### config.mk
export PLATFORM = sky130hd
export DESIGN_NAME = sac_ctrl
export DESIGN_NICKNAME = d
export VERILOG_FILES = /design/src/sac_pkg.sv /design/src/sac_ctrl.sv
export SDC_FILE = /design/constraint.sdc
export NUM_CORES = 1
export LEC_CHECK = 0
export BUFFER_PORTS_ARGS = -buffer_cell sky130_fd_sc_hd__buf_2
export CAP_MARGIN = 5
export CORE_ASPECT_RATIO = 1.4
export CORE_MARGIN = 1.5
export CORE_UTILIZATION = 30
export CTS_BUF_LIST = sky130_fd_sc_hd__clkbuf_16
export DETAILED_ROUTE_END_ITERATION = 8
export MAX_ROUTING_LAYER = met4
export PLACE_DENSITY = 0.6
export SLEW_MARGIN = 10
export SYNTH_ARGS = -nofsm -noshare
export SYNTH_HDL_FRONTEND = slang
export SYNTH_HIERARCHICAL = 1
export SYNTH_SLANG_ARGS = --single-unit
### constraint.sdc
create_clock -name i_mclk -period 2.1 [get_ports i_mclk]
set_input_delay 0 -clock i_mclk [delete_from_list [all_inputs] [get_ports i_mclk]]
set_output_delay 0 -clock i_mclk [all_outputs]
set_load 0.005 [all_outputs]
### src/sac_pkg.sv
// Package for the sampling converter start, busy, mode and read control
package sac_pkg;
    // ==========================================================
    // Timing
    localparam int unsigned CLK_PERIOD_PS   = 25000;
    localparam int unsigned PWRUP_TIME_PS   = 1000000;
    localparam int unsigned CONV_TIME_PS    = 2300000;
    // Least time rounds up
    localparam int unsigned PWRUP_CYCLES    =
        (PWRUP_TIME_PS + CLK_PERIOD_PS - 1) / CLK_PERIOD_PS;
    // Longest time rounds down
    localparam int unsigned CONV_CYCLES     = CONV_TIME_PS / CLK_PERIOD_PS;
    localparam int unsigned CNT_W           = 8;
    localparam logic [CNT_W-1:0] CNT_ZERO   = 8'h00;
    localparam logic [CNT_W-1:0] CNT_ONE    = 8'h01;

    // ==========================================================
    // Widths and layout
    localparam int unsigned RES_W           = 10;
    localparam int unsigned BUS_W           = 8;
    localparam int unsigned LOW_BITS        = 2;
    localparam logic [RES_W-1:0] RES_RST    = 10'h000;
    localparam logic [BUS_W-1:0] BUS_RST    = 8'h00;
    localparam logic [BUS_W-LOW_BITS-1:0] LOW_PAD = 6'h00;

    // ==========================================================
    // Types
    typedef enum logic {
        SAC_MODE_POWER_DOWN,
        SAC_MODE_HIGH_SPEED
    } sac_mode_t;

    typedef struct packed {
        logic chip_select_n;
        logic read_strobe_n;
    } sac_rd_t;

    typedef struct packed {
        logic [BUS_W-1:0] data;
        logic             oe_n;
    } sac_bus_t;
endpackage

### src/sac_ctrl.sv
// Convert-start, busy, mode and two-byte read control of the converter
//
// Contract
// - Start rising edge fires 1 us internal pulse
// - Start low at pulse end: convert then
// - Start high at pulse end: wait its fall
// - Gated start is start OR internal pulse
// - Busy high from start through conversion
// - End: track, latch result, busy low
// - Conversion takes about 2.3 us
// - Start high at busy fall: high-speed
// - Start low before busy fall: power-down
// - High-speed: later falling edge starts conversion
// - Read port works while powered down
// - Rising start wakes; pulse holds 1 us
// - Drive bus only when select, read low
// - First read high eight, second low two
// - Low two on bits 7,6, rest zero
// - Further reads alternate high then low
// - Busy rise resets read to high byte
// - No reads while busy; data invalid
// - Start up powered down until rising start
//
// Timing, in clock cycles after a pin change:
//   start pin seen after 2 (synchroniser), rise acted on after 3
//   internal pulse lasts PWRUP_CYCLES, conversion CONV_CYCLES
//   busy rises the cycle after the gated start falls
//   read port drives 3 cycles after select and strobe are both low,
//   and releases 3 cycles after either goes high
// Limitation: a pin level held for less than one clock period may be
// missed by the synchronisers, so the host must hold each level longer
`timescale 1ns/1ps
`default_nettype none

module sac_ctrl
    import sac_pkg::*;
(
    input  wire logic             i_mclk,
    input  wire logic             i_rst_n,
    input  wire logic             i_convert_start_n,
    input  wire logic             i_chip_select_n,
    input  wire logic             i_read_strobe_n,
    input  wire logic [RES_W-1:0] i_sar_result,
    output logic                  o_busy,
    output logic                  o_hold,
    output logic                  o_powered,
    output logic                  o_mode_high_speed,
    output logic [BUS_W-1:0]      o_data_bus,
    output logic                  o_data_bus_oe_n
);

    // ==========================================================
    // Input synchronisers
    // Start pin idles low from power-up, so its synchroniser resets low
    // and no false rising edge follows reset
    logic       start_lvl;
    logic       csel_lvl;
    logic       rd_lvl;
    logic       start_d_r;
    sac_rd_t    rd_pins;

    sac_sync #(
        .RST_VAL (1'b0)
    ) sac_sync_start (
        .i_mclk  (i_mclk),
        .i_rst_n (i_rst_n),
        .i_pin   (i_convert_start_n),
        .o_lvl   (start_lvl)
    );

    sac_sync #(
        .RST_VAL (1'b1)
    ) sac_sync_csel (
        .i_mclk  (i_mclk),
        .i_rst_n (i_rst_n),
        .i_pin   (i_chip_select_n),
        .o_lvl   (csel_lvl)
    );

    sac_sync #(
        .RST_VAL (1'b1)
    ) sac_sync_rd (
        .i_mclk  (i_mclk),
        .i_rst_n (i_rst_n),
        .i_pin   (i_read_strobe_n),
        .o_lvl   (rd_lvl)
    );

    always_ff @(posedge i_mclk) begin
        if (!i_rst_n) begin
            start_d_r <= 1'b0;
        end else begin
            start_d_r <= start_lvl;
        end
    end

    assign rd_pins.chip_select_n = csel_lvl;
    assign rd_pins.read_strobe_n = rd_lvl;

    wire start_rise = start_lvl & ~start_d_r;

    // ==========================================================
    // Internal power-up pulse and gated start
    logic [CNT_W-1:0] pulse_cnt_r;
    logic [CNT_W-1:0] pulse_cnt_nxt;
    logic             gated_d_r;

    wire pulse_on = (pulse_cnt_r != CNT_ZERO);
    // Restart on every rising edge so the part always gets a full power-up
    assign pulse_cnt_nxt = start_rise ? CNT_W'(PWRUP_CYCLES) :
                           pulse_on   ? pulse_cnt_r - CNT_ONE : CNT_ZERO;
    wire gated     = start_lvl | pulse_on;
    // Falling gated start covers both the pulse end with pin low and a
    // later pin fall, so whichever falls last fixes the sampling instant
    wire gated_fall = gated_d_r & ~gated;

    // ==========================================================
    // Conversion and mode
    logic [CNT_W-1:0] conv_cnt_r;
    logic [CNT_W-1:0] conv_cnt_nxt;
    logic             busy_r;
    logic             hold_r;
    logic             powered_r;
    sac_mode_t        mode_r;
    sac_mode_t        mode_nxt;
    logic [RES_W-1:0] result_r;

    // A start while busy is ignored; the host spaces starts apart
    wire conv_start = gated_fall & ~busy_r & powered_r;
    wire conv_done  = busy_r & (conv_cnt_r == CNT_ONE);
    assign conv_cnt_nxt = conv_start ? CNT_W'(CONV_CYCLES) :
                          busy_r     ? conv_cnt_r - CNT_ONE : CNT_ZERO;
    assign mode_nxt = start_lvl ? SAC_MODE_HIGH_SPEED
                                : SAC_MODE_POWER_DOWN;
    wire powered_nxt = start_rise ? 1'b1 :
                       (conv_done & ~start_lvl) ? 1'b0 : powered_r;

    // Counter restarts on every rise; the gate edge detector trails it
    always_ff @(posedge i_mclk) begin
        if (!i_rst_n) begin
            pulse_cnt_r <= CNT_ZERO;
        end else begin
            pulse_cnt_r <= pulse_cnt_nxt;
        end
    end

    always_ff @(posedge i_mclk) begin
        if (!i_rst_n) begin
            gated_d_r <= 1'b0;
        end else begin
            gated_d_r <= gated;
        end
    end

    always_ff @(posedge i_mclk) begin
        if (!i_rst_n) begin
            conv_cnt_r <= CNT_ZERO;
        end else begin
            conv_cnt_r <= conv_cnt_nxt;
        end
    end

    always_ff @(posedge i_mclk) begin
        if (!i_rst_n) begin
            powered_r <= 1'b0;
        end else begin
            powered_r <= powered_nxt;
        end
    end

    always_ff @(posedge i_mclk) begin
        if (!i_rst_n) begin
            busy_r <= 1'b0;
        end else if (conv_start) begin
            busy_r <= 1'b1;
        end else if (conv_done) begin
            busy_r <= 1'b0;
        end
    end

    // Sampler holds exactly while busy, tracking again at the end
    always_ff @(posedge i_mclk) begin
        if (!i_rst_n) begin
            hold_r <= 1'b0;
        end else if (conv_start) begin
            hold_r <= 1'b1;
        end else if (conv_done) begin
            hold_r <= 1'b0;
        end
    end

    always_ff @(posedge i_mclk) begin
        if (!i_rst_n) begin
            mode_r <= SAC_MODE_POWER_DOWN;
        end else if (conv_done) begin
            mode_r <= mode_nxt;
        end
    end

    always_ff @(posedge i_mclk) begin
        if (!i_rst_n) begin
            result_r <= RES_RST;
        end else if (conv_done) begin
            result_r <= i_sar_result;
        end
    end

    // ==========================================================
    // Parallel read port
    logic     byte_low_r;
    logic     rd_act_d_r;
    sac_bus_t bus_r;
    sac_bus_t bus_nxt;

    // Port keeps working while powered down: no term on powered_r
    wire rd_active = ~rd_pins.chip_select_n & ~rd_pins.read_strobe_n;
    wire rd_end    = rd_act_d_r & ~rd_active;
    wire [BUS_W-1:0] hi_byte = result_r[RES_W-1 -: BUS_W];
    wire [BUS_W-1:0] lo_byte = {result_r[LOW_BITS-1:0], LOW_PAD};

    assign bus_nxt.data = !rd_active ? BUS_RST :
                          byte_low_r ? lo_byte : hi_byte;
    assign bus_nxt.oe_n = ~rd_active;

    // Busy rise wins over a read ending in the same cycle
    always_ff @(posedge i_mclk) begin
        if (!i_rst_n) begin
            byte_low_r <= 1'b0;
        end else if (conv_start) begin
            byte_low_r <= 1'b0;
        end else if (rd_end) begin
            byte_low_r <= ~byte_low_r;
        end
    end

    always_ff @(posedge i_mclk) begin
        if (!i_rst_n) begin
            rd_act_d_r <= 1'b0;
        end else begin
            rd_act_d_r <= rd_active;
        end
    end

    // Reads during busy are served, but the data then has no meaning
    always_ff @(posedge i_mclk) begin
        if (!i_rst_n) begin
            bus_r <= '{data: BUS_RST, oe_n: 1'b1};
        end else begin
            bus_r <= bus_nxt;
        end
    end

    // ==========================================================
    // Outputs
    assign o_busy            = busy_r;
    assign o_hold            = hold_r;
    assign o_powered         = powered_r;
    assign o_mode_high_speed = (mode_r == SAC_MODE_HIGH_SPEED);
    assign o_data_bus        = bus_r.data;
    assign o_data_bus_oe_n   = bus_r.oe_n;

endmodule

// ==========================================================
// Two-flip-flop synchroniser for one asynchronous pin
module sac_sync
    import sac_pkg::*;
#(
    parameter logic RST_VAL = 1'b0
) (
    input  wire logic i_mclk,
    input  wire logic i_rst_n,
    input  wire logic i_pin,
    output logic      o_lvl
);

    // Only the second stage is read outside, so a metastable first
    // stage gets a full cycle to settle
    logic meta_r;
    logic sync_r;

    always_ff @(posedge i_mclk) begin
        if (!i_rst_n) begin
            meta_r <= RST_VAL;
            sync_r <= RST_VAL;
        end else begin
            meta_r <= i_pin;
            sync_r <= meta_r;
        end
    end

    assign o_lvl = sync_r;

endmodule

`default_nettype wire

==> flow_summary.html, run 1 <==
<table>
<tr><th>Metric</th><th>Value</th></tr>
<tr><th colspan="2">Setup path</th></tr>
<tr><td>Worst-path cell chain</td><td>inv_1, ha_1, or3b_2, o221ai_1, a21oi_1</td></tr>
<tr><td>Kind of start point of the critical path</td><td>flop</td></tr>
<tr><td>Setup crit end kind</td><td>flop</td></tr>
<tr><td>Start-to-end type of the worst setup path</td><td>flop to flop</td></tr>
<tr><td>Required time of the critical path</td><td>2240 ps</td></tr>
<tr><td>Cells on worst reg2reg path</td><td>5</td></tr>
<tr><td>Standard cell with the maximum stage delay on the critical path</td><td>or3b_2</td></tr>
<tr><td>Worst Path Arrival</td><td>1810 ps</td></tr>
<tr><td>Highest cell delay on the worst timing path</td><td>450 ps</td></tr>
<tr><td>Reg2Reg Setup Slack</td><td>440 ps</td></tr>
<tr><td>Maximum fanout encountered on the critical timing path</td><td>6</td></tr>
<tr><th colspan="2">Drt</th></tr>
<tr><td>Post-route antenna net violation count</td><td>0</td></tr>
<tr><td>Vias after detailed routing</td><td>1467</td></tr>
<tr><td>Residual DRC count</td><td>0</td></tr>
<tr><td>Number of violations reported at the end of detailed-routing iteration 0</td><td>80</td></tr>
<tr><td>Final routed wire length divided by cell count</td><td>11.7 um</td></tr>
<tr><td>Final wirelength</td><td>3.56 mm</td></tr>
<tr><td>Number of optimization iterations in the first detailed-route pass</td><td>4</td></tr>
<tr><td>Number of vias per cell</td><td>about 4.8</td></tr>
<tr><th colspan="2">Clock network</th></tr>
<tr><td>Post-CTS resize count</td><td>0</td></tr>
<tr><td>Clock tree root driver cell</td><td>clkbuf_16</td></tr>
<tr><td>CTS Sinks</td><td>48</td></tr>
<tr><td>Clock Tree Buf Depth</td><td>2</td></tr>
<tr><td>Clk Latency, worst-skew pair</td><td>280 ps</td></tr>
<tr><td>Cts bufs inserted</td><td>5</td></tr>
<tr><td>TritonCTS clock tree</td><td>built</td></tr>
<tr><td>Post-CTS Hold Fix Bufs</td><td>16</td></tr>
<tr><td>Worst-path clk slew</td><td>60 ps</td></tr>
<tr><td>Postcts setup bufs</td><td>0</td></tr>
<tr><td>Depth of the CTS H-tree</td><td>2</td></tr>
<tr><th colspan="2">Floorplanning</th></tr>
<tr><td>Core outline area</td><td>5860 um2</td></tr>
<tr><td>Effective utilization at floorplan</td><td>31.2%</td></tr>
<tr><td>FP Rows</td><td>33</td></tr>
<tr><td>Area of the die</td><td>6590 um2</td></tr>
<tr><td>Die extent in y</td><td>roughly 95 um</td></tr>
<tr><td>IO Pins</td><td>28</td></tr>
<tr><td>Overall die width</td><td>around 70 um</td></tr>
<tr><th colspan="2">Layout</th></tr>
<tr><td>Combined area of the multi-input logic cells</td><td>around 810 um2</td></tr>
<tr><td>Nets@finish</td><td>around 250</td></tr>
<tr><td>Area growth, synth to finish</td><td>28.5%</td></tr>
<tr><td>FF/Latch Area</td><td>961 um2</td></tr>
<tr><td>Cell area after layout</td><td>2350 um2</td></tr>
<tr><td>Filler cell count in the final layout</td><td>577</td></tr>
<tr><td>Diode insertion count for antenna repair</td><td>0</td></tr>
<tr><td>Share of cells above drive strength 1</td><td>17.9%</td></tr>
<tr><td>Number of cells in the finished layout apart from fillers</td><td>304</td></tr>
<tr><th colspan="2">STA</th></tr>
<tr><td>Unrepaired setup endpoints after global routing</td><td>false</td></tr>
<tr><td>Worst slew pin tran</td><td>511 ps</td></tr>
<tr><td>Clock skew after layout</td><td>3.96 ps</td></tr>
<tr><td>Max-slew violations</td><td>0</td></tr>
<tr><td>Setup TNS after final layout</td><td>0 ps</td></tr>
<tr><td>Hold Vio Cnt, Final</td><td>0</td></tr>
<tr><td>Fin crit share</td><td>79.2%</td></tr>
<tr><td>Fmax</td><td>601 MHz</td></tr>
<tr><td>Slew HR</td><td>66.0%</td></tr>
<tr><td>Setup violation total in the final timing report</td><td>0</td></tr>
<tr><td>Final critical path time including I/O delays and setup</td><td>approximately 1700 ps</td></tr>
<tr><th colspan="2">Hold path</th></tr>
<tr><td>Worst Hold Depth</td><td>1</td></tr>
<tr><td>Path class of the lowest-slack min-delay path</td><td>flop to flop</td></tr>
<tr><th colspan="2">Global routing</th></tr>
<tr><td>Antenna violations before repair</td><td>0</td></tr>
<tr><td>Maximum number of pins on one net before global-route repair</td><td>24</td></tr>
<tr><td>Global-route congestion overflow total</td><td>0</td></tr>
<tr><td>Global-route wire length before repair</td><td>6.02 mm</td></tr>
<tr><td>Via count of the first global-routing pass</td><td>1391</td></tr>
<tr><td>Aggregate global-route resource usage</td><td>11.7%</td></tr>
<tr><th colspan="2">Synthesis</th></tr>
<tr><td>Leading post-synthesis cells by cell area</td><td>dfxtp_1, o21ai_0, a21boi_0</td></tr>
<tr><td>Synthesized net count</td><td>207</td></tr>
<tr><td>Mean Syn Cell Area</td><td>9.74 um2</td></tr>
<tr><td>Fraction of post-synthesis cell area in the top cell type by area</td><td>a little over half</td></tr>
<tr><td>Number of synthesized register bits</td><td>48</td></tr>
<tr><td>Synth unique cells</td><td>37</td></tr>
<tr><td>Largest area contributor in the netlist</td><td>dfxtp_1</td></tr>
<tr><td>Post-Syn Instances</td><td>~190</td></tr>
<tr><td>Async S/R FF share, synth</td><td>0%</td></tr>
<tr><td>Top cells by instance count after synthesis</td><td>dfxtp_1, o21ai_0, nand3_1, a21boi_0</td></tr>
<tr><td>Post-synthesis instance area</td><td>1830 um2</td></tr>
<tr><td>Number of warnings issued by yosys</td><td>6</td></tr>
<tr><td>Register area share after synthesis</td><td>52.5%</td></tr>
<tr><td>Primary FF master, synth</td><td>dfxtp_1</td></tr>
<tr><td>Top-count cell post-synth</td><td>dfxtp_1</td></tr>
<tr><td>Number of synthesized flops with an enable pin</td><td>0</td></tr>
<tr><th colspan="2">Outcome</th></tr>
<tr><td>Run status</td><td>finished clean</td></tr>
<tr><th colspan="2">Flow run</th></tr>
<tr><td>Count of max-cap constraint violations</td><td>0</td></tr>
<tr><th colspan="2">Placement</th></tr>
<tr><td>Cell area after placement</td><td>2050 um2</td></tr>
<tr><td>Count of port buffers added during placement</td><td>27</td></tr>
<tr><td>Placed wire-length estimate after detailed placement</td><td>2.50 mm</td></tr>
<tr><td>Cell count after placement</td><td>280</td></tr>
<tr><td>Final Wtd Congestion</td><td>0.806</td></tr>
<tr><th colspan="2">Power</th></tr>
<tr><td>Cell leakage power</td><td>approximately 0.95 nW</td></tr>
<tr><td>Max VDD drop</td><td>0.000353 V</td></tr>
<tr><td>Power per Cell Area</td><td>965 nW/um2</td></tr>
</table>
layer usage:
layer / share of wire [%] / up-vias / routed length (um) / GRT usage, %
met3: 3.8 / 4 / 135 / 2.54
met2: 54 / 32 / 1930 / 23.0
met4: 1.0 / 0 / 36 / 4.41
met1: 41 / 682 / 1460 / 11.0
met5: 0 / - / 0 / -
li1: - / 749 / - / -
layout make-up:
type | count | share of cell area, %
flip-flops and latches | 48 | 40.8
repair buffers | 46 | 13.5
well taps | 70 | 3.72
inverters | 9 | 1.44
clock buffers | 5 | 5.32
clock inverters | 3 | 0.797
multi-input cells | 123 | 34.4
path summary, 6_finish.rpt:
check,start,to
setup / recovery,pulse_cnt_r[0],pulse_cnt_r[6]
hold / removal,sac_sync_csel/meta_r,sac_sync_csel/o_lvl
setup reg to reg,pulse_cnt_r[0],pulse_cnt_r[6]
hold reg to reg,sac_sync_csel/meta_r,sac_sync_csel/o_lvl
stage by stage:
step	hold WS (ps)	total power [mW]	setup slack [ps]	utilization (%)
final	406	2.27	437	40.1
after CTS	410	2.30	417	40.1
after global routing	439	2.41	282	40.1
after floorplan	73.0	1.40	606	-
after detailed placement	190	1.51	431	35.0
after global placement	186	1.50	465	35.0
flip-flops by register name, indices dropped and copies added (netlist names), 8 cells and up:
signal	flops
result_r	10
pulse_cnt_r	8
conv_cnt_r	8
o_data_bus	8
power breakdown:
| part | internal, mW | switching, mW |
|---|---|---|
| clock network | 0.436 | 0.323 |
| logic | 0.226 | 0.223 |
| registers | 0.992 | 0.0718 |
cell families after synthesis:
family	Yosys count	share of synthesized area, %
and+or+nand+nor	66	21.7
DFF	48	52.5
AOI/OAI and AO/OA	43	14.4
buffers and inverters	17	3.69
xor gates and xnor gates	7	3.35
adders and majority gates	4	2.73
muxes	3	1.64
cells in the final DEF, fill, tap and decap left out, types with 3 or more instances in the layout:
cell	n
inv_1	9
o21ai_0	22
dlygate4sd3_1	16
clkbuf_16	5
a21oi_1	3
buf_4	3
and2_1	8
nor2_1	9
a21boi_0	12
dfxtp_1	48
nand3_1	15
or3_1	4
nand2b_1	4
xnor2_1	5
mux2i_1	3
nand2_1	4
or4_1	3
buf_2	27
nor3b_1	3
ha_1	4
critical path, delay by kind of cell (launching register included):
family	cells	cell delay, ps
compound gates	2	510
flops	1	310
simple gates	1	450
buf+inv	1	80
fa+ha+maj	1	170
Note: power is estimated with default switching activity, not from simulation.
==> run 2: changes to the inputs <==
--- a/config.mk
+++ b/config.mk
@@ -13,7 +13,7 @@
 export CTS_BUF_LIST = sky130_fd_sc_hd__clkbuf_16
 export DETAILED_ROUTE_END_ITERATION = 8
 export MAX_ROUTING_LAYER = met4
-export PLACE_DENSITY = 0.6
+export PLACE_DENSITY = 0.61
 export SLEW_MARGIN = 10
 export SYNTH_ARGS = -nofsm -noshare
 export SYNTH_HDL_FRONTEND = slang
==> constraint.sdc (replaced) <==
create_clock -name i_mclk -period 1.4 [get_ports i_mclk]
set_input_delay 0 -clock i_mclk [delete_from_list [all_inputs] [get_ports i_mclk]]
set_output_delay 0 -clock i_mclk [all_outputs]
set_load 0.005 [all_outputs]
==> flow_summary.html, run 2 (synthesis gave the netlist of run 1 again) <==
<table>
<tr><th>Metric</th><th>Value</th></tr>
<tr><th colspan="2">Drt</th></tr>
<tr><td>Number of vias per cell</td><td>4.74 (-1.8%)</td></tr>
<tr><td>Number of optimization iterations in the first detailed-route pass</td><td>6 (+2)</td></tr>
<tr><td>Final wirelength</td><td>4.01 mm (+13%)</td></tr>
<tr><td>Vias after detailed routing</td><td>1574 (+7.3%)</td></tr>
<tr><td>Number of violations reported at the end of detailed-routing iteration 0</td><td>89 (+11%)</td></tr>
<tr><td>Final routed wire length divided by cell count</td><td>12.1 um (+3.2%)</td></tr>
<tr><td>Post-route antenna net violation count</td><td>0 (unchanged)</td></tr>
<tr><td>Residual DRC count</td><td>0 (unchanged)</td></tr>
<tr><th colspan="2">STA</th></tr>
<tr><td>Fin worst setup slack</td><td>-91.4 ps (-529 ps)</td></tr>
<tr><td>Worst slew pin tran</td><td>332 ps (-178 ps)</td></tr>
<tr><td>Hold Vio Cnt, Final</td><td>0 (unchanged)</td></tr>
<tr><td>Hold Slack</td><td>35.5 ps (-371 ps)</td></tr>
<tr><td>Setup violation total in the final timing report</td><td>19 (+19)</td></tr>
<tr><td>Unrepaired setup endpoints after global routing</td><td>true</td></tr>
<tr><td>Final critical path time including I/O delays and setup</td><td>1490 ps (-171 ps)</td></tr>
<tr><td>Slew HR</td><td>77.6% (+12 points)</td></tr>
<tr><td>Fmax</td><td>671 MHz (+11%)</td></tr>
<tr><td>Fin crit share</td><td>107% (+27 points)</td></tr>
<tr><td>Max-slew violations</td><td>0 (unchanged)</td></tr>
<tr><td>Clock skew after layout</td><td>4.22 ps (+0.268 ps)</td></tr>
<tr><th colspan="2">Power</th></tr>
<tr><td>Comb pwr share</td><td>29.5% (+9.8 points)</td></tr>
<tr><td>Cell leakage power</td><td>1.14 nW (+21%)</td></tr>
<tr><td>Clock network fraction of design power</td><td>32.0% (-1.4 points)</td></tr>
<tr><td>NetSw</td><td>1.11 mW (+79%)</td></tr>
<tr><td>Power share of the sequential group</td><td>38.5% (-8.3 points)</td></tr>
<tr><td>Post-route total power</td><td>4.12 mW (+81%)</td></tr>
<tr><td>Max VDD drop</td><td>0.000648 V (+84%)</td></tr>
<tr><td>Switching share of power</td><td>26.9% (-0.31 points)</td></tr>
<tr><td>Power per Cell Area</td><td>1520 nW/um2 (+57%)</td></tr>
<tr><td>Internal power consumption</td><td>3.01 mW (+82%)</td></tr>
<tr><th colspan="2">Clock network</th></tr>
<tr><td>Depth of the CTS H-tree</td><td>2 (unchanged)</td></tr>
<tr><td>Clock Tree Buf Depth</td><td>2 (unchanged)</td></tr>
<tr><td>Cts bufs inserted</td><td>5 (unchanged)</td></tr>
<tr><td>CTS Sinks</td><td>48 (unchanged)</td></tr>
<tr><td>Clk Latency, worst-skew pair</td><td>280 ps (about the same)</td></tr>
<tr><td>TritonCTS clock tree</td><td>built</td></tr>
<tr><td>Clock tree root driver cell</td><td>clkbuf_16</td></tr>
<tr><td>Worst-path clk slew</td><td>60 ps (about the same)</td></tr>
<tr><th colspan="2">Setup path</th></tr>
<tr><td>Maximum fanout encountered on the critical timing path</td><td>6 (unchanged)</td></tr>
<tr><td>Start-to-end type of the worst setup path</td><td>flop to flop</td></tr>
<tr><td>Critical path startpoint</td><td>conv_cnt_r[1]</td></tr>
<tr><td>Highest cell delay on the worst timing path</td><td>490 ps (+40 ps)</td></tr>
<tr><td>Required time of the critical path</td><td>1570 ps (-670 ps)</td></tr>
<tr><td>Setup crit end kind</td><td>flop</td></tr>
<tr><td>Worst Path Arrival</td><td>1660 ps (-150 ps)</td></tr>
<tr><td>Reg2Reg Setup Slack</td><td>-90 ps (-530 ps)</td></tr>
<tr><td>Standard cell with the maximum stage delay on the critical path</td><td>or4bb_4</td></tr>
<tr><td>Cells on worst reg2reg path</td><td>6 (+1)</td></tr>
<tr><td>Worst reg2reg path startpoint</td><td>conv_cnt_r[1]</td></tr>
<tr><td>Kind of start point of the critical path</td><td>flop</td></tr>
<tr><td>R2R Path End</td><td>result_r[5]</td></tr>
<tr><td>Worst-path cell chain</td><td>inv_2, ha_2, or4bb_4, buf_6, o21ai_2, a21boi_0</td></tr>
<tr><th colspan="2">Placement</th></tr>
<tr><td>Cell area after placement</td><td>2270 um2 (+11%)</td></tr>
<tr><td>Cell count after placement</td><td>308 (+10%)</td></tr>
<tr><td>Placed wire-length estimate after detailed placement</td><td>2.69 mm (+7.8%)</td></tr>
<tr><td>Final Wtd Congestion</td><td>0.854 (+5.9%)</td></tr>
<tr><td>Count of port buffers added during placement</td><td>27 (unchanged)</td></tr>
<tr><td>Post-Place Worst Slack</td><td>-131 ps (-562 ps)</td></tr>
<tr><th colspan="2">Floorplanning</th></tr>
<tr><td>IO Pins</td><td>28 (unchanged)</td></tr>
<tr><td>Core outline area</td><td>5860 um2 (unchanged)</td></tr>
<tr><td>Die extent in y</td><td>95.5 um (unchanged)</td></tr>
<tr><td>Overall die width</td><td>69.0 um (unchanged)</td></tr>
<tr><td>FP Rows</td><td>33 (unchanged)</td></tr>
<tr><td>Effective utilization at floorplan</td><td>31.2% (unchanged)</td></tr>
<tr><td>Area of the die</td><td>6590 um2 (unchanged)</td></tr>
<tr><th colspan="2">Hold path</th></tr>
<tr><td>Endpoint of the worst hold path</td><td>sac_sync_csel/o_lvl</td></tr>
<tr><td>Worst Hold Depth</td><td>3 (+2)</td></tr>
<tr><td>Path class of the lowest-slack min-delay path</td><td>input pin to flop</td></tr>
<tr><td>Startpoint of the most critical hold path</td><td>i_rst_n</td></tr>
<tr><th colspan="2">Global routing</th></tr>
<tr><td>Maximum number of pins on one net before global-route repair</td><td>23 (-4.2%)</td></tr>
<tr><td>Global-route congestion overflow total</td><td>0 (unchanged)</td></tr>
<tr><td>Aggregate global-route resource usage</td><td>13.2% (+1.5 points)</td></tr>
<tr><td>Antenna violations before repair</td><td>0 (unchanged)</td></tr>
<tr><td>Global-route wire length before repair</td><td>6.78 mm (+13%)</td></tr>
<tr><td>Via count of the first global-routing pass</td><td>1544 (+11%)</td></tr>
<tr><th colspan="2">Layout</th></tr>
<tr><td>Share of cells above drive strength 1</td><td>38.5% (+21 points)</td></tr>
<tr><td>Flip-flop count of the largest register after layout</td><td>10 (unchanged)</td></tr>
<tr><td>Nets@finish</td><td>280 (+11%)</td></tr>
<tr><td>Leading cell type in the layout, fill and taps excluded</td><td>dfxtp_1</td></tr>
<tr><td>Most frequent cells in the layout</td><td>dfxtp_1, buf_4, buf_2</td></tr>
<tr><td>Cell area after layout</td><td>2720 um2 (+15%)</td></tr>
<tr><td>Register containing the most flip-flops in the final layout</td><td>result_r</td></tr>
<tr><td>Area growth, synth to finish</td><td>48.3%</td></tr>
<tr><td>Number of cells in the finished layout apart from fillers</td><td>332 (+9.2%)</td></tr>
<tr><td>Filler cell count in the final layout</td><td>532 (-7.8%)</td></tr>
<tr><td>Diode insertion count for antenna repair</td><td>0 (unchanged)</td></tr>
<tr><th colspan="2">Outcome</th></tr>
<tr><td>Violations in the final reports</td><td>negative setup slack</td></tr>
<tr><td>Run status</td><td>finished, violations left</td></tr>
<tr><th colspan="2">Flow run</th></tr>
<tr><td>Count of max-cap constraint violations</td><td>0 (unchanged)</td></tr>
</table>
-- run 2: cell types whose count changed in the layout (fill, tap and decap cells not counted), moves of 3 or more --
cell	previous run	this run
inv_2	0	3
o21ai_1	0	10
dfxtp_2	0	6
buf_4	3	31
buf_6	0	3
a21boi_0	12	6
inv_1	9	6
dlygate4sd3_1	16	13
o21ai_2	0	5
dfxtp_1	48	42
o21ai_0	22	6
a21boi_1	1	7
-- run 2: power groups by stage --
stage | clock, mW | sequential, mW | combinational, mW
4_1_cts | 1.36 | 1.57 | 1.05
2_1_floorplan | 0 | 1.60 | 0.533
5_1_grt | 1.42 | 1.60 | 1.33
3_3_place_gp | 0 | 1.59 | 0.894
3_5_place_dp | 0 | 1.59 | 0.914
6_report | 1.32 | 1.59 | 1.21
-- run 2: worst max-delay path, delay by kind of cell, from the launching register on --
kind	cells	cell delay [ps]
and+or+nand+nor	1	490
DFF	1	320
buffers and inverters	2	210
AOI/OAI and AO/OA	2	180
adders and majority gates	1	170
-- run 2: cell type report --
class,instances,area (um2),share of cell area (%)
clock buffer,5,125,4.61
clock inverter,3,42.5,1.57
inverter,9,33.8,1.24
multi-input combinational,123,927,34.1
sequential,48,968,35.7
tap,70,87.6,3.22
timing repair buffer,74,532,19.6
-- run 2: how the worst max path moves through the flow --
stage	to	slack (ps)	cells after the start
floorplan	conv_cnt_r[6]	-60	3
global placement	result_r[2]	-60	6
detailed placement	pulse_cnt_r[3]	-130	5
CTS	conv_cnt_r[6]	-80	3
global route	result_r[4]	-140	6
finish	result_r[5]	-90	6
-- run 2: timing repair --
action / CTS / global route
pin swaps: 11 / 12
hold buffers: 13 / 0
endpoints found under the hold margin: 13 / 0
buffers inserted: 0 / 2
cloned: 1 / 0
endpoints found under the setup margin: 24 / 29
gates resized for setup: 32 / 23
-- run 2: stage by stage --
stage | utilization (%) | setup TNS [ps]
after floorplan | - | -412
after global placement | 38.7 | -1160
after detailed placement | 38.7 | -1660
after CTS | 44.8 | -920
after global routing | 46.3 | -2200
final | 46.3 | -1150
-- run 2: per-layer routing --
metal  up-vias  wire length [um]  GRT usage (%)
met5         -                 0              -
met4         0               104           6.05
met3         8               111           2.22
met2        31              2190           25.5
met1       725              1610           12.8
li1        810                 -              -
==> run 3: changes to the inputs <==
--- a/config.mk
+++ b/config.mk
@@ -10,7 +10,6 @@
 export CORE_ASPECT_RATIO = 1.4
 export CORE_MARGIN = 1.5
 export CORE_UTILIZATION = 30
-export CTS_BUF_LIST = sky130_fd_sc_hd__clkbuf_16
 export DETAILED_ROUTE_END_ITERATION = 8
 export MAX_ROUTING_LAYER = met4
 export PLACE_DENSITY = 0.61
==> flow_summary.html, run 3 (synthesis gave the netlist of run 1 again) <==
<table>
<tr><th>Metric</th><th>Value</th></tr>
<tr><th colspan="2">Outcome</th></tr>
<tr><td>Run status</td><td>finished, violations left</td></tr>
<tr><td>Violations in the final reports</td><td>negative setup slack</td></tr>
<tr><th colspan="2">Setup path</th></tr>
<tr><td>Worst-path cell chain</td><td>or4_4, or4b_1, nand3_1</td></tr>
<tr><td>R2R Path End</td><td>conv_cnt_r[6]</td></tr>
<tr><td>Required time of the critical path</td><td>1630 ps (+60 ps)</td></tr>
<tr><td>Start-to-end type of the worst setup path</td><td>flop to flop</td></tr>
<tr><td>Cells on worst reg2reg path</td><td>3 (-3)</td></tr>
<tr><td>Top Family by Delay on Critical Path</td><td>simple AND/OR/NAND/NOR gates</td></tr>
<tr><td>Reg2Reg Setup Slack</td><td>-120 ps (-30 ps)</td></tr>
<tr><td>Worst reg2reg path startpoint</td><td>conv_cnt_r[3]</td></tr>
<tr><td>Standard cell with the maximum stage delay on the critical path</td><td>or4_4</td></tr>
<tr><td>Setup crit end kind</td><td>flop</td></tr>
<tr><td>Highest cell delay on the worst timing path</td><td>560 ps (+70 ps)</td></tr>
<tr><td>Maximum fanout encountered on the critical timing path</td><td>4 (-2)</td></tr>
<tr><td>Critical path startpoint</td><td>conv_cnt_r[3]</td></tr>
<tr><td>Worst Path Arrival</td><td>1760 ps (+100 ps)</td></tr>
<tr><td>CP Buf/Inv Count</td><td>0 (-2)</td></tr>
<tr><td>Kind of start point of the critical path</td><td>flop</td></tr>
<tr><th colspan="2">Layout</th></tr>
<tr><td>Area growth, synth to finish</td><td>48.4% (about the same)</td></tr>
<tr><td>Share of cells above drive strength 1</td><td>40.5% (+2.0 points)</td></tr>
<tr><td>Flip-flop count of the largest register after layout</td><td>10 (unchanged)</td></tr>
<tr><td>Diode insertion count for antenna repair</td><td>0 (unchanged)</td></tr>
<tr><td>Nets@finish</td><td>282 (+0.71%)</td></tr>
<tr><td>Leading cell type in the layout, fill and taps excluded</td><td>dfxtp_1</td></tr>
<tr><td>Register containing the most flip-flops in the final layout</td><td>result_r</td></tr>
<tr><td>Post-layout utilization of the core</td><td>46.4% (about the same)</td></tr>
<tr><td>Cell area after layout</td><td>2720 um2 (about the same)</td></tr>
<tr><td>Most frequent cells in the layout</td><td>dfxtp_1, buf_4, buf_2</td></tr>
<tr><th colspan="2">Power</th></tr>
<tr><td>Clock network fraction of design power</td><td>27.3% (-4.7 points)</td></tr>
<tr><td>Power share of the sequential group</td><td>41.1% (+2.6 points)</td></tr>
<tr><td>Switching share of power</td><td>28.0% (+1.1 points)</td></tr>
<tr><td>Power per Cell Area</td><td>1410 nW/um2 (-7.1%)</td></tr>
<tr><td>Comb pwr share</td><td>31.7% (+2.2 points)</td></tr>
<tr><td>Internal power consumption</td><td>2.76 mW (-8.5%)</td></tr>
<tr><td>Cell leakage power</td><td>1.14 nW (-0.19%)</td></tr>
<tr><td>NetSw</td><td>1.07 mW (-3.1%)</td></tr>
<tr><td>Max VDD drop</td><td>0.000539 V (-17%)</td></tr>
<tr><th colspan="2">Global routing</th></tr>
<tr><td>Via count of the first global-routing pass</td><td>1503 (-2.7%)</td></tr>
<tr><td>Global-route wire length before repair</td><td>6.45 mm (-4.9%)</td></tr>
<tr><td>Global-route congestion overflow total</td><td>0 (unchanged)</td></tr>
<tr><td>Antenna violations before repair</td><td>0 (unchanged)</td></tr>
<tr><td>Maximum number of pins on one net before global-route repair</td><td>23 (unchanged)</td></tr>
<tr><td>Aggregate global-route resource usage</td><td>12.5% (-0.69 points)</td></tr>
<tr><th colspan="2">Hold path</th></tr>
<tr><td>Worst Hold Depth</td><td>3 (unchanged)</td></tr>
<tr><td>Startpoint of the most critical hold path</td><td>i_rst_n</td></tr>
<tr><td>Endpoint of the worst hold path</td><td>sac_sync_csel/o_lvl</td></tr>
<tr><td>Path class of the lowest-slack min-delay path</td><td>input pin to flop</td></tr>
<tr><th colspan="2">Drt</th></tr>
<tr><td>Vias after detailed routing</td><td>1578 (+0.25%)</td></tr>
<tr><td>Final wirelength</td><td>4.10 mm (+2.1%)</td></tr>
<tr><td>Residual DRC count</td><td>0 (unchanged)</td></tr>
<tr><td>Number of optimization iterations in the first detailed-route pass</td><td>4 (-2)</td></tr>
<tr><td>Number of violations reported at the end of detailed-routing iteration 0</td><td>87 (-2.2%)</td></tr>
<tr><td>Post-route antenna net violation count</td><td>0 (unchanged)</td></tr>
<tr><td>Number of vias per cell</td><td>4.72 (-0.35%)</td></tr>
<tr><td>Final routed wire length divided by cell count</td><td>12.3 um (+1.5%)</td></tr>
<tr><th colspan="2">Clock network</th></tr>
<tr><td>Clk Latency, worst-skew pair</td><td>300 ps (+20 ps)</td></tr>
<tr><td>TritonCTS clock tree</td><td>built</td></tr>
<tr><td>Clock tree root driver cell</td><td>clkbuf_8</td></tr>
<tr><td>CTS Sinks</td><td>48 (unchanged)</td></tr>
<tr><td>Cts bufs inserted</td><td>5 (unchanged)</td></tr>
<tr><td>Depth of the CTS H-tree</td><td>2 (unchanged)</td></tr>
<tr><td>Clock Tree Buf Depth</td><td>2 (unchanged)</td></tr>
<tr><td>Worst-path clk slew</td><td>80 ps (+20 ps)</td></tr>
<tr><th colspan="2">Floorplanning</th></tr>
<tr><td>Area of the die</td><td>6590 um2 (unchanged)</td></tr>
<tr><td>FP Rows</td><td>33 (unchanged)</td></tr>
<tr><td>Core outline area</td><td>5860 um2 (unchanged)</td></tr>
<tr><td>Overall die width</td><td>69.0 um (unchanged)</td></tr>
<tr><td>Effective utilization at floorplan</td><td>31.2% (unchanged)</td></tr>
<tr><td>Die extent in y</td><td>95.5 um (unchanged)</td></tr>
<tr><td>IO Pins</td><td>28 (unchanged)</td></tr>
<tr><th colspan="2">STA</th></tr>
<tr><td>Unrepaired setup endpoints after global routing</td><td>true</td></tr>
<tr><td>Hold Vio Cnt, Final</td><td>0 (unchanged)</td></tr>
<tr><td>Worst slew pin tran</td><td>298 ps (-34.5 ps)</td></tr>
<tr><td>Final critical path time including I/O delays and setup</td><td>1520 ps (+33.0 ps)</td></tr>
<tr><td>Fmax</td><td>656 MHz (-2.2%)</td></tr>
<tr><td>Fin worst setup slack</td><td>-124 ps (-33.0 ps)</td></tr>
<tr><td>Setup violation total in the final timing report</td><td>20 (+1)</td></tr>
<tr><td>Clock skew after layout</td><td>6.77 ps (+2.55 ps)</td></tr>
<tr><td>Max-slew violations</td><td>0 (unchanged)</td></tr>
<tr><td>Fin crit share</td><td>109% (+2.4 points)</td></tr>
<tr><td>Slew HR</td><td>79.9% (+2.2 points)</td></tr>
<tr><th colspan="2">Placement</th></tr>
<tr><td>Cell area after placement</td><td>2270 um2 (unchanged)</td></tr>
<tr><td>Count of port buffers added during placement</td><td>27 (unchanged)</td></tr>
<tr><td>Final Wtd Congestion</td><td>0.854 (unchanged)</td></tr>
<tr><td>Placed wire-length estimate after detailed placement</td><td>2.69 mm (unchanged)</td></tr>
<tr><th colspan="2">Flow run</th></tr>
<tr><td>Count of max-cap constraint violations</td><td>0 (unchanged)</td></tr>
</table>
## run 3: cell types whose count changed in the layout (fill, tap and decap cells not counted), moves of 2 or more
cell / before / now
dfxtp_2: 6 / 4
inv_1: 6 / 8
o21ai_0: 6 / 8
a21boi_0: 6 / 1
buf_6: 3 / 6
clkbuf_16: 5 / 0
a21boi_1: 7 / 12
inv_2: 3 / 1
o21ai_1: 10 / 1
o21ai_2: 5 / 12
clkbuf_8: 0 / 6
## run 3: worst max-delay path by stage
| stage | depth (start not counted) | slack, ps | endpoint |
|---|---|---|---|
| 4_1_cts | 3 | -80 | conv_cnt_r[6] |
| 3_5_place_dp | 5 | -130 | pulse_cnt_r[3] |
| 5_1_grt | 3 | -170 | conv_cnt_r[6] |
| 2_1_floorplan | 3 | -60 | conv_cnt_r[6] |
| 6_report | 3 | -120 | conv_cnt_r[6] |
| 3_3_place_gp | 6 | -60 | result_r[2] |
## run 3: cell type report
type	count	area, um2
inverters	9	33.8
flip-flops and latches	48	970
clock inverters	2	38.8
fillers	534	3150
multi-input cells	123	947
well taps	70	87.6
repair buffers	76	558
clock buffers	6	82.6
## run 3: power by group through the flow
stage,clock network [mW],registers (mW),logic (mW)
6_report,1.04,1.57,1.21
3_5_place_dp,0,1.59,0.914
5_1_grt,1.13,1.59,1.32
3_3_place_gp,0,1.59,0.894
4_1_cts,1.07,1.57,1.05
2_1_floorplan,0,1.60,0.533
## run 3: repair_timing
| action | CTS | global route |
|---|---|---|
| gates cloned | 0 | 1 |
| hold buffers | 13 | 0 |
| resized for setup | 10 | 56 |
| hold endpoints to repair | 13 | 0 |
| buffers inserted | 1 | 3 |
| endpoints found under the setup margin | 24 | 27 |
| pin swaps | 6 | 6 |
## run 3: stage by stage
stage / hold slack (ps) / std cells / power [mW] / setup WS (ps) / TNS [ps]
floorplan: 73.0 / 188 / 2.13 / -62.4 / -412
global placement: 182 / 308 / 2.48 / -61.4 / -1160
detailed placement: 184 / 308 / 2.50 / -131 / -1660
CTS: 17.6 / 330 / 3.68 / -82.6 / -923
global route: 26.4 / 334 / 4.05 / -170 / -2050
finish: 22.5 / 334 / 3.83 / -124 / -1020
## run 3: worst min-delay path, cell delays in order
cell and delay [ps]:
buf_2 80, buf_4 140, nand2b_1 50
## run 3: layer usage
layer	GRT usage (%)	up-vias	routed length [um]
met3	2.64	7	122
li1	-	808	-
met1	12.6	735	1600
met4	5.23	0	74
met2	23.5	28	2310
met5	-	-	0
